$ cat config.mk
export PLATFORM = sky130hd
export DESIGN_NAME = cbs_bus_share
export DESIGN_NICKNAME = d
export VERILOG_FILES = /design/src/hdl/cbs_pkg.sv /design/src/hdl/cbs_bus_share.sv
export SDC_FILE = /design/constraint.sdc
export NUM_CORES = 1
export LEC_CHECK = 0
export BUFFER_PORTS_ARGS = -buffer_cell sky130_fd_sc_hd__clkbuf_2
export CAP_MARGIN = 20
export CORE_MARGIN = 2
export CORE_UTILIZATION = 45
export DETAILED_ROUTE_END_ITERATION = 7
export PLACE_DENSITY = 0.64
export SYNTH_ARGS = -nofsm -noshare
export SYNTH_HDL_FRONTEND = slang
export SYNTH_SLANG_ARGS = --single-unit
$ cat constraint.sdc
create_clock -name MCLK -period 2.7 [get_ports MCLK]
set_clock_uncertainty 0.05 [all_clocks]
set_input_delay 0.405 -clock MCLK [delete_from_list [all_inputs] [get_ports MCLK]]
set_output_delay 0.405 -clock MCLK [all_outputs]
set_load 0.005 [all_outputs]
$ cat src/hdl/cbs_pkg.sv
// Behaviour
// Refresh logic owns video memory throughout active display; processor held off.
// Processor is granted the shared bus for all of vertical blanking.
// Rows are ten scan lines; last three lines grant the processor the bus.
// Scroll reloads top-of-page; refresh addressing wraps at end of video memory.
// Address bits 12 and 13 pick one of four pages; page zero is peripherals.
// Pages one to three load top-of-page, row-start and cursor registers.
// Refresh covers 24 rows of 80 characters, 1920 positions per frame.
// Keyboard scanner drives and senses an 8 by 8 matrix of 64 keys.
// Two-key rollover: a second key pressed while first held gets its code.
// Bus-available is the OR of blanked scan-line decode and vertical blanking.
// While processor owns the bus, refresh address enable is driven low.
// Processor starts memory cycles only under bus-available, ends before removal.
package cbs_pkg;
    // Character and line geometry of the refresh timing
    localparam logic [6:0] H_ACTIVE     = 7'h50;  // 80 characters
    localparam logic [6:0] H_TOTAL      = 7'h64;  // 100 incl. retrace
    localparam logic [3:0] LINES_ROW    = 4'hA;   // 10 scan lines per row
    localparam logic [3:0] BLANK_FIRST  = 4'h7;   // lines 7..9 blanked
    localparam logic [4:0] ROWS_ACTIVE  = 5'h18;  // 24 rows
    localparam logic [4:0] ROWS_TOTAL   = 5'h1A;  // 2 rows of vertical blank

    // Page decode on address bits 13:12
    localparam int         PAGE_LSB     = 4;      // data bit carrying addr 12
    localparam logic [1:0] PAGE_PERIPH  = 2'h0;
    localparam logic [1:0] PAGE_TOP     = 2'h1;
    localparam logic [1:0] PAGE_ROWST   = 2'h2;
    localparam logic [1:0] PAGE_CURSOR  = 2'h3;

    // Reset values
    localparam logic [11:0] REG_RST     = 12'h000;
    localparam logic [7:0]  KB_DRIVE_RST = 8'hFE; // column 0 driven low
endpackage : cbs_pkg

$ cat src/hdl/cbs_bus_share.sv
`timescale 1ns/1ps
module cbs_bus_share #(
    parameter int CHAR_DIV = 8,   // clock cycles per character slot
    parameter int KB_STEP  = 16,  // clock cycles per key position
    parameter int VID_AW   = 11   // video memory address width
) (
    // Clock, reset, enable
    input  wire logic              MCLK,
    input  wire logic              RST_N,
    input  wire logic              CE,
    // Processor side
    input  wire logic              CPU_ADS,
    input  wire logic              CPU_WR,
    input  wire logic [11:0]       CPU_ADDR,
    input  wire logic [7:0]        CPU_DATA,
    output logic                   PERIPH_SEL,
    output logic                   BUS_AVAIL,
    // Refresh side
    output logic                   MEM_ADDR_EN,
    output logic [VID_AW-1:0]      REFRESH_ADDR,
    output logic                   VBLANK,
    output logic                   CURSOR_HIT,
    // Keyboard matrix
    output logic [7:0]             KB_DRIVE,
    input  wire logic [7:0]        KB_SENSE,
    output logic                   KEY_VALID,
    output logic [5:0]             KEY_CODE,
    output logic                   KEY_DOWN
);
    logic [$clog2(CHAR_DIV+1)-1:0] div_r;
    logic                          char_tick;
    logic [6:0]                    hcnt_r;
    logic [3:0]                    line_r;
    logic [4:0]                    row_r;
    logic                          line_end;
    logic                          row_end;
    logic                          vb_c;
    logic                          blank_c;
    logic [1:0]                    page_r;
    logic [11:0]                   top_r;
    logic [11:0]                   cursor_r;
    logic [VID_AW-1:0]             row_start_r;
    logic [VID_AW-1:0]             addr_c;
    logic [$clog2(KB_STEP+1)-1:0]  kstep_r;
    logic [5:0]                    kidx_r;
    logic [5:0]                    kidx_nxt;
    logic [63:0]                   held_r;
    logic                          k_sample;
    logic                          k_press;

    // Character slot strobe from the master clock
    assign char_tick = CE && (div_r == ($bits(div_r))'(CHAR_DIV - 1));
    assign line_end  = char_tick && (hcnt_r == cbs_pkg::H_TOTAL - 7'h01);
    assign row_end   = line_end && (line_r == cbs_pkg::LINES_ROW - 4'h1);
    assign vb_c      = (row_r >= cbs_pkg::ROWS_ACTIVE);
    assign blank_c   = (line_r >= cbs_pkg::BLANK_FIRST);
    assign addr_c    = row_start_r + VID_AW'(hcnt_r); // natural wrap

    // Divider
    always_ff @(posedge MCLK or negedge RST_N) begin
        if (!RST_N) begin
            div_r <= '0;
        end else if (CE) begin
            div_r <= char_tick ? '0 : div_r + 1'b1;
        end
    end

    // Character, scan-line and row counters
    always_ff @(posedge MCLK or negedge RST_N) begin
        if (!RST_N) begin
            hcnt_r <= 7'h00;
            line_r <= 4'h0;
            row_r  <= 5'h00;
        end else if (char_tick) begin
            hcnt_r <= line_end ? 7'h00 : hcnt_r + 7'h01;
            if (line_end) begin
                line_r <= row_end ? 4'h0 : line_r + 4'h1;
            end
            if (row_end) begin
                row_r <= (row_r == cbs_pkg::ROWS_TOTAL - 5'h01) ?
                         5'h00 : row_r + 5'h01;
            end
        end
    end

    // Page latch; the high address bits ride on the data bus at strobe
    always_ff @(posedge MCLK or negedge RST_N) begin
        if (!RST_N) begin
            page_r <= cbs_pkg::PAGE_PERIPH;
        end else if (CE && CPU_ADS) begin
            page_r <= CPU_DATA[cbs_pkg::PAGE_LSB +: 2];
        end
    end

    // Refresh-controller registers loaded by page
    always_ff @(posedge MCLK or negedge RST_N) begin
        if (!RST_N) begin
            top_r    <= cbs_pkg::REG_RST;
            cursor_r <= cbs_pkg::REG_RST;
        end else if (CE && CPU_WR) begin
            if (page_r == cbs_pkg::PAGE_TOP) begin
                top_r <= CPU_ADDR;
            end else if (page_r == cbs_pkg::PAGE_CURSOR) begin
                cursor_r <= CPU_ADDR;
            end
        end
    end

    // Row start: a processor load wins over the running advance, so a
    // scroll written mid-row takes effect immediately
    always_ff @(posedge MCLK or negedge RST_N) begin
        if (!RST_N) begin
            row_start_r <= '0;
        end else if (CE && CPU_WR && page_r == cbs_pkg::PAGE_ROWST) begin
            row_start_r <= CPU_ADDR[VID_AW-1:0];
        end else if (row_end) begin
            if (row_r == cbs_pkg::ROWS_TOTAL - 5'h01) begin
                row_start_r <= top_r[VID_AW-1:0];
            end else if (!vb_c) begin
                row_start_r <= row_start_r + VID_AW'(cbs_pkg::H_ACTIVE);
            end
        end
    end

    // Peripheral select pulse for page zero writes
    always_ff @(posedge MCLK or negedge RST_N) begin
        if (!RST_N) begin
            PERIPH_SEL <= 1'b0;
        end else if (CE) begin
            PERIPH_SEL <= CPU_WR && (page_r == cbs_pkg::PAGE_PERIPH);
        end
    end

    // Bus share: grant is a plain OR, no arbitration state needed
    always_ff @(posedge MCLK or negedge RST_N) begin
        if (!RST_N) begin
            BUS_AVAIL   <= 1'b0;
            MEM_ADDR_EN <= 1'b1;
            VBLANK      <= 1'b0;
        end else if (CE) begin
            BUS_AVAIL   <= vb_c | blank_c;
            MEM_ADDR_EN <= !(vb_c | blank_c);
            VBLANK      <= vb_c;
        end
    end

    // Refresh address and cursor compare
    always_ff @(posedge MCLK or negedge RST_N) begin
        if (!RST_N) begin
            REFRESH_ADDR <= '0;
            CURSOR_HIT   <= 1'b0;
        end else if (CE) begin
            REFRESH_ADDR <= addr_c;
            CURSOR_HIT   <= !vb_c && (hcnt_r < cbs_pkg::H_ACTIVE) &&
                            (addr_c == cursor_r[VID_AW-1:0]);
        end
    end

    // Keyboard walk: one key position per step, column drive settles a full
    // step before its row is sampled, trading scan speed for margin
    assign k_sample = CE && (kstep_r == ($bits(kstep_r))'(KB_STEP - 1));
    assign k_press  = !KB_SENSE[kidx_r[2:0]];
    assign kidx_nxt = kidx_r + 6'h01;

    always_ff @(posedge MCLK or negedge RST_N) begin
        if (!RST_N) begin
            kstep_r  <= '0;
            kidx_r   <= 6'h00;
            KB_DRIVE <= cbs_pkg::KB_DRIVE_RST;
        end else if (CE) begin
            kstep_r <= k_sample ? '0 : kstep_r + 1'b1;
            if (k_sample) begin
                kidx_r   <= kidx_nxt;
                KB_DRIVE <= ~(8'h01 << kidx_nxt[5:3]);
            end
        end
    end

    // Per-key held state gives rollover: each new closure reports once
    always_ff @(posedge MCLK or negedge RST_N) begin
        if (!RST_N) begin
            held_r    <= 64'h0;
            KEY_VALID <= 1'b0;
            KEY_CODE  <= 6'h00;
            KEY_DOWN  <= 1'b0;
        end else if (CE) begin
            KEY_VALID <= 1'b0;
            KEY_DOWN  <= |held_r;
            if (k_sample) begin
                held_r[kidx_r] <= k_press;
                if (k_press && !held_r[kidx_r]) begin
                    KEY_VALID <= 1'b1;
                    KEY_CODE  <= kidx_r;
                end
            end
        end
    end

    // Checks
    property p_vblank_grant;
        @(posedge MCLK) disable iff (!RST_N)
        (CE && vb_c) |=> (BUS_AVAIL && !MEM_ADDR_EN);
    endproperty
    a_vblank_grant: assert property (p_vblank_grant)
        else $error("no grant in vertical blank");

    property p_active_hold;
        @(posedge MCLK) disable iff (!RST_N)
        (CE && !vb_c && line_r < cbs_pkg::BLANK_FIRST) |=> !BUS_AVAIL;
    endproperty
    a_active_hold: assert property (p_active_hold)
        else $error("processor granted during active lines");

    property p_blank_lines;
        @(posedge MCLK) disable iff (!RST_N)
        (CE && line_r >= 4'h7 && line_r <= 4'h9) |=> BUS_AVAIL;
    endproperty
    a_blank_lines: assert property (p_blank_lines)
        else $error("no grant on blanked scan line");

    property p_or_form;
        @(posedge MCLK) disable iff (!RST_N)
        CE |=> (BUS_AVAIL == ($past(line_r) >= 4'h7 || $past(row_r) >= 5'h18));
    endproperty
    a_or_form: assert property (p_or_form)
        else $error("bus available not line OR vblank");

    property p_addr_en_off;
        @(posedge MCLK) disable iff (!RST_N)
        BUS_AVAIL |-> !MEM_ADDR_EN;
    endproperty
    a_addr_en_off: assert property (p_addr_en_off)
        else $error("address enable high under grant");

    property p_row_advance;
        @(posedge MCLK) disable iff (!RST_N)
        (row_end && !vb_c && row_r != 5'h19 && !CPU_WR) |=>
        row_start_r == VID_AW'($past(row_start_r) + VID_AW'(80));
    endproperty
    a_row_advance: assert property (p_row_advance)
        else $error("row start did not advance by 80");

    property p_geometry;
        @(posedge MCLK) disable iff (!RST_N)
        (hcnt_r < 7'h64) && (line_r < 4'hA) && (row_r < 5'h1A);
    endproperty
    a_geometry: assert property (p_geometry)
        else $error("timing counter out of range");

    property p_page_zero;
        @(posedge MCLK) disable iff (!RST_N)
        (CE && CPU_WR && page_r == 2'h0) |=> PERIPH_SEL;
    endproperty
    a_page_zero: assert property (p_page_zero)
        else $error("page zero write gave no select");

    property p_cursor_load;
        @(posedge MCLK) disable iff (!RST_N)
        (CE && CPU_WR && page_r == 2'h3) |=> cursor_r == $past(CPU_ADDR);
    endproperty
    a_cursor_load: assert property (p_cursor_load)
        else $error("cursor page did not load");

    property p_one_column;
        @(posedge MCLK) disable iff (!RST_N)
        $onehot(~KB_DRIVE);
    endproperty
    a_one_column: assert property (p_one_column)
        else $error("keyboard drive not one column");

    property p_rollover;
        @(posedge MCLK) disable iff (!RST_N)
        (k_sample && k_press && !held_r[kidx_r]) |=>
        (KEY_VALID && KEY_CODE == $past(kidx_r));
    endproperty
    a_rollover: assert property (p_rollover)
        else $error("new key closure not reported");
endmodule : cbs_bus_share

==> Word-level counts from Yosys, hierarchy flattened <==
Index checks and enable logic that the tools add are counted.
{ "op_classes": {"addsub": 8, "n_lt_le_gt_ge": 6, "n_eq_ne": 10, "shifts": 1, "muxes": 18, "bitwise": 3, "n_reduce_logical": 26} }
{ "op_table": {"columns": ["operator", "count"], "rows": [
  ["bitwise mux 64 bit", 1],
  ["OR reduction 64 bit", 1],
  ["2-to-1 mux 11 bit", 4],
  ["logical AND 1 bit", 12],
  ["adder 11 x 7 -> 11 bit", 1],
  ["adder 11 x 7 -> 11 bit, second input constant", 1],
  ["== test 11 bit", 1],
  ["adder 5 x 1 -> 5 bit, second input constant", 2],
  ["2-to-1 mux 5 bit", 2],
  ["AND reduction 2 bit", 5],
  ["adder 4 x 1 -> 4 bit, second input constant", 2],
  ["2-to-1 mux 4 bit", 2],
  ["NOT 8 bit", 1],
  ["left shift 1 x 3 -> 8 bit, first input constant", 1],
  ["adder 7 x 1 -> 7 bit, second input constant", 1],
  ["== test 7 bit, second input constant", 1],
  ["less-than comparator 6 x 7 -> 1 bit, second input constant", 1],
  ["less-than comparator 7 bit, second input constant", 1],
  ["2-to-1 mux 7 bit", 1],
  ["adder 6 x 1 -> 6 bit, second input constant", 1],
  ["binary-select mux 1 bit (select 6 bit)", 1],
  ["demux 1 bit (select 6 bit)", 1],
  ["greater-or-equal comparator 6 x 1 -> 1 bit, second input constant", 1],
  ["AND reduction 3 bit", 2],
  ["17 further kinds", 25]
]} }
{ "totals": {"regBits": 162, "input_bits": 33, "out_inout_bits": 32, "elab_cells": 93} }

==> Depth between registers and ports, before layout <==
{ "logic_depth": {"ltp_word": 6, "ltp_mapped": 9} }

==> Least setup slack after synthesis <==
OpenSTA, ideal clock, no wires.
{ "synth_timing": {"path_type": "register to register", "start": "register kidx_r[1]", "end": "register KEY_CODE[0]", "setup_time_ns": 0.125, "arrival_time_ns": 2.236, "slack_ns": 0.290, "path_stages_with_launch": 7, "n_path_buf": 1, "period_less_slack_ns": 2.410, "cell_sequence": "dfrtp_1 > buf_2 > mux4_2 > a31oi_1 > nand4b_1 > nor4b_4 > mux2_2"} }
{ "synth_via": {"elab_chain_len": 5} }
{ "synth_lines": {"columns": ["element", "line_no", "text"], "rows": [
  ["start, declared", "cbs_bus_share.sv:45", "logic [5:0] kidx_r;"],
  ["start signal, assigned", "cbs_bus_share.sv:173", "kidx_r <= kidx_nxt;"],
  ["binary-select mux 1 bit (select 6 bit) or binary-select mux 1 bit (select 3 bit) (tied branches)", "cbs_bus_share.sv:191, cbs_bus_share.sv:162", null],
  ["2-to-1 mux 1 bit, on equally long branches", "cbs_bus_share.sv:191, cbs_bus_share.sv:162", null],
  ["zero test 1 bit, on equally long branches", "cbs_bus_share.sv:191, cbs_bus_share.sv:162", null],
  ["logical AND 1 bit *", "cbs_bus_share.sv:191", "if (k_press && !held_r[kidx_r]) begin"],
  ["AND reduction 3 bit (no source line) *", null, null],
  ["end signal, assigned", "cbs_bus_share.sv:193", "KEY_CODE <= kidx_r;"],
  ["end, declared", "cbs_bus_share.sv:27", "output logic [5:0] KEY_CODE,"]
]} }
Every way passes the cells marked *; elsewhere a longest branch is shown, timed or not. The select of a mux whose other input is x is not followed.
A chain may end at the register's enable or synchronous reset.

==> Worst setup path in the final report <==
{ "layout_timing": {"start": "register kidx_r[2]", "end": "register KEY_CODE[0]"} }
Same word-level chain as after synthesis.

==> impl_metrics.json <==
{
  "hpwl_um": 14160,
  "cp_num_buf_inv": 2,
  "die_area_um2": 20120,
  "hold_viol": 0,
  "cts_setup_buffers": 0,
  "worst_pin_slew_ns": 0.7487,
  "synth_area_leaders": "dfrtp_1, mux2_2, nand2_1",
  "nNetsFinal": 916,
  "synth_fp_nets": 850,
  "drv_slew": 0,
  "dr.pass1.iters": 5,
  "synth_seq_cells": 162,
  "async_flop_share_pct": 100.0,
  "cpMostUsedCell": "buf_4",
  "grt_pass1_wl_um": 33220,
  "grt_use_total_pct": 21.17,
  "path_clk_slew_ns": 0.06,
  "hold_depth": 2,
  "cp-start-kind": "register",
  "initial_core_util_pct": 45.86,
  "synthesis.area_um2": 8549,
  "fin_util_pct": 53.45,
  "num_rows": 50,
  "gr-total-overflow": 0,
  "drtAntennaViolNets": 0,
  "power_leakage_nw": 4.612,
  "ios": 65,
  "hp-class": "input pin to register",
  "die_x_um": 141.8,
  "worst_ep_required_time_ns": 2.96,
  "fp.dieH_um": 141.8,
  "layout.cells.non_filler": 1113,
  "yosysWarnings": 0,
  "synth_common_cells": "dfrtp_1, mux2_2, nand2_1, clkbuf_1, o21ai_0",
  "synthFlopType": "dfrtp_1",
  "slowest_delay_ns": 0.47,
  "worstRegToRegCells": 8,
  "h-tree-depth": 4,
  "syn_inst": 800,
  "cts_root_buf": "clkbuf_16",
  "fmax_ghz": 0.3916,
  "critPathMaxFanout": 12,
  "status": "complete, no violations",
  "cpMaxStageDelayCell": "dfrtp_2",
  "grt_pass1_vias": 6155,
  "power_density_nw_per_um2": 867.6,
  "antenna_found_initial": 0,
  "cts_tree": "built",
  "antennaDiodeCount": 0,
  "gp_congestion": 0.8846,
  "vias_per_cell": 5.725,
  "yosysSeqAreaShare_pct": 47.53,
  "cp.arrival_ns": 2.82,
  "detail_route.wl_per_cell_um": 18.26,
  "yosysTopAreaCell": "dfrtp_1",
  "dp_cells": 1080,
  "cp_top_family": "compound AO/OA/AOI/OAI gates",
  "synth_area_per_cell_um2": 10.69,
  "num_vias": 6372,
  "drive_above_1_share_pct": 30.15,
  "cts_buffer_depth": 2,
  "holdWs_ns": 0.1618,
  "critPathKind": "register to register",
  "timing.final.crit_share_pct": 94.57,
  "total_power_mw": 8.645,
  "clock_latency_ns": 0.42,
  "drt_iter0_markers": 452,
  "crit_chain": "buf_4 -> and2_1 -> a22oi_1 -> a32o_1 -> a221o_1 -> nor4b_4 -> buf_4 -> mux2_2",
  "core_area_um2": 18640,
  "drc_errors": 0,
  "clkSinkCount": 162,
  "finalCriticalPeriod_ns": 2.553,
  "synthToLayoutAreaGrowth_pct": 16.55,
  "io_buffers": 57,
  "grt_max_degree": 66,
  "cp-end-kind": "register",
  "cp_num_cells": 8,
  "synth_edf_count": 0,
  "relSlewSlack_pct": 49.85,
  "yosysTopAreaCellShare_pct": 45.08,
  "wirelength_um": 20330,
  "synth_cell_type_count": 63,
  "setup_viol": 0,
  "maxCapViolations": 0,
  "synth.most_common_cell": "dfrtp_1",
  "n_fill_cell": 1658,
  "fin_setup_tns_ns": 0,
  "numCtsBuffers": 17,
  "vdd.ir_drop.worst_uv": 480.6
}
cell families after synthesis:
| kind of cell | Yosys count | share of synthesized area, % |
|---|---|---|
| buf+inv | 69 | 3.351 |
| xor+xnor | 41 | 4.522 |
| simple gates | 260 | 15.22 |
| compound gates | 120 | 8.971 |
| mux | 131 | 17.83 |
| fa+ha+maj | 17 | 2.576 |
| flops | 162 | 47.53 |
metal layers:
metal  global-route usage, %  part of all wire, %
met1                   28.85                   45
met2                   34.24                   49
met3                   3.915                  4.4
met4                   7.211                  2.0
met5                       0                    0
layout by cell type, fill, tap and decap left out, types with 8 or more instances in the layout:
master,n
mux2_2,110
o21ai_0,34
clkbuf_2,56
dfstp_2,8
nor4_1,17
buf_4,40
a21oi_1,26
nand2_1,110
nor2_1,33
nand4_1,13
nand3_1,26
xnor2_1,21
and2_1,8
ha_1,16
inv_1,14
a21o_1,8
mux2i_1,14
clkbuf_16,17
dfrtp_1,153
xor2_1,17
a31oi_1,12
and3_1,10
power by group:
part	internal (mW)	leakage (nW)	total [mW]	switching [mW]
registers	2.95	2.11	3.39	0.442
clock network	1.66	0.322	2.65	0.994
logic	1.27	2.18	2.60	1.34
worst paths after layout:
path,start,endpoint,slack (ns)
setup / recovery,kidx_r[2],KEY_CODE[0],0.15
hold / removal,CPU_DATA[5],page_r[1],0.16
setup reg to reg,kidx_r[2],KEY_CODE[0],0.15
hold reg to reg,MEM_ADDR_EN,MEM_ADDR_EN,0.43
max in group asynchronous,RST_N,KB_DRIVE[7],1.38
min in group asynchronous,RST_N,REFRESH_ADDR[3],0.50
layout make-up:
| cell class | instances | area [um2] | share of cell area [%] |
|---|---|---|---|
| clock inverter | 10 | 168.9 | 1.695 |
| sequential | 162 | 4065 | 40.80 |
| inverter | 15 | 56.30 | 0.5650 |
| timing repair buffer | 101 | 661.9 | 6.642 |
| clock buffer | 22 | 484.2 | 4.859 |
| tap | 234 | 292.8 | 2.938 |
| multi-input combinational | 569 | 4235 | 42.50 |
sequential cells by signal, summed over array words and instances, names as in the netlist, 7 cells and up:
register      flops
REFRESH_ADDR     11
top_r            11
cursor_r         11
KB_DRIVE          8
hcnt_r            7
held_r           64
row_start_r      11
per-stage QoR:
step	cell area, um2	worst slack, ns
final	9965	0.1467
after global routing	9965	-0.007989
after CTS	9940	0.02091
after detailed placement	9276	0.03033
after global placement	9276	0.05869
after floorplan	8549	0.2897
repair_timing:
| action | in CTS | in global routing |
|---|---|---|
| setup endpoints to repair | 0 | 7 |
| resized for setup | 0 | 6 |
| hold buffers | 1 | 0 |
| endpoints found under the hold margin | 62 | 0 |
(Power assumes the default switching activity.)
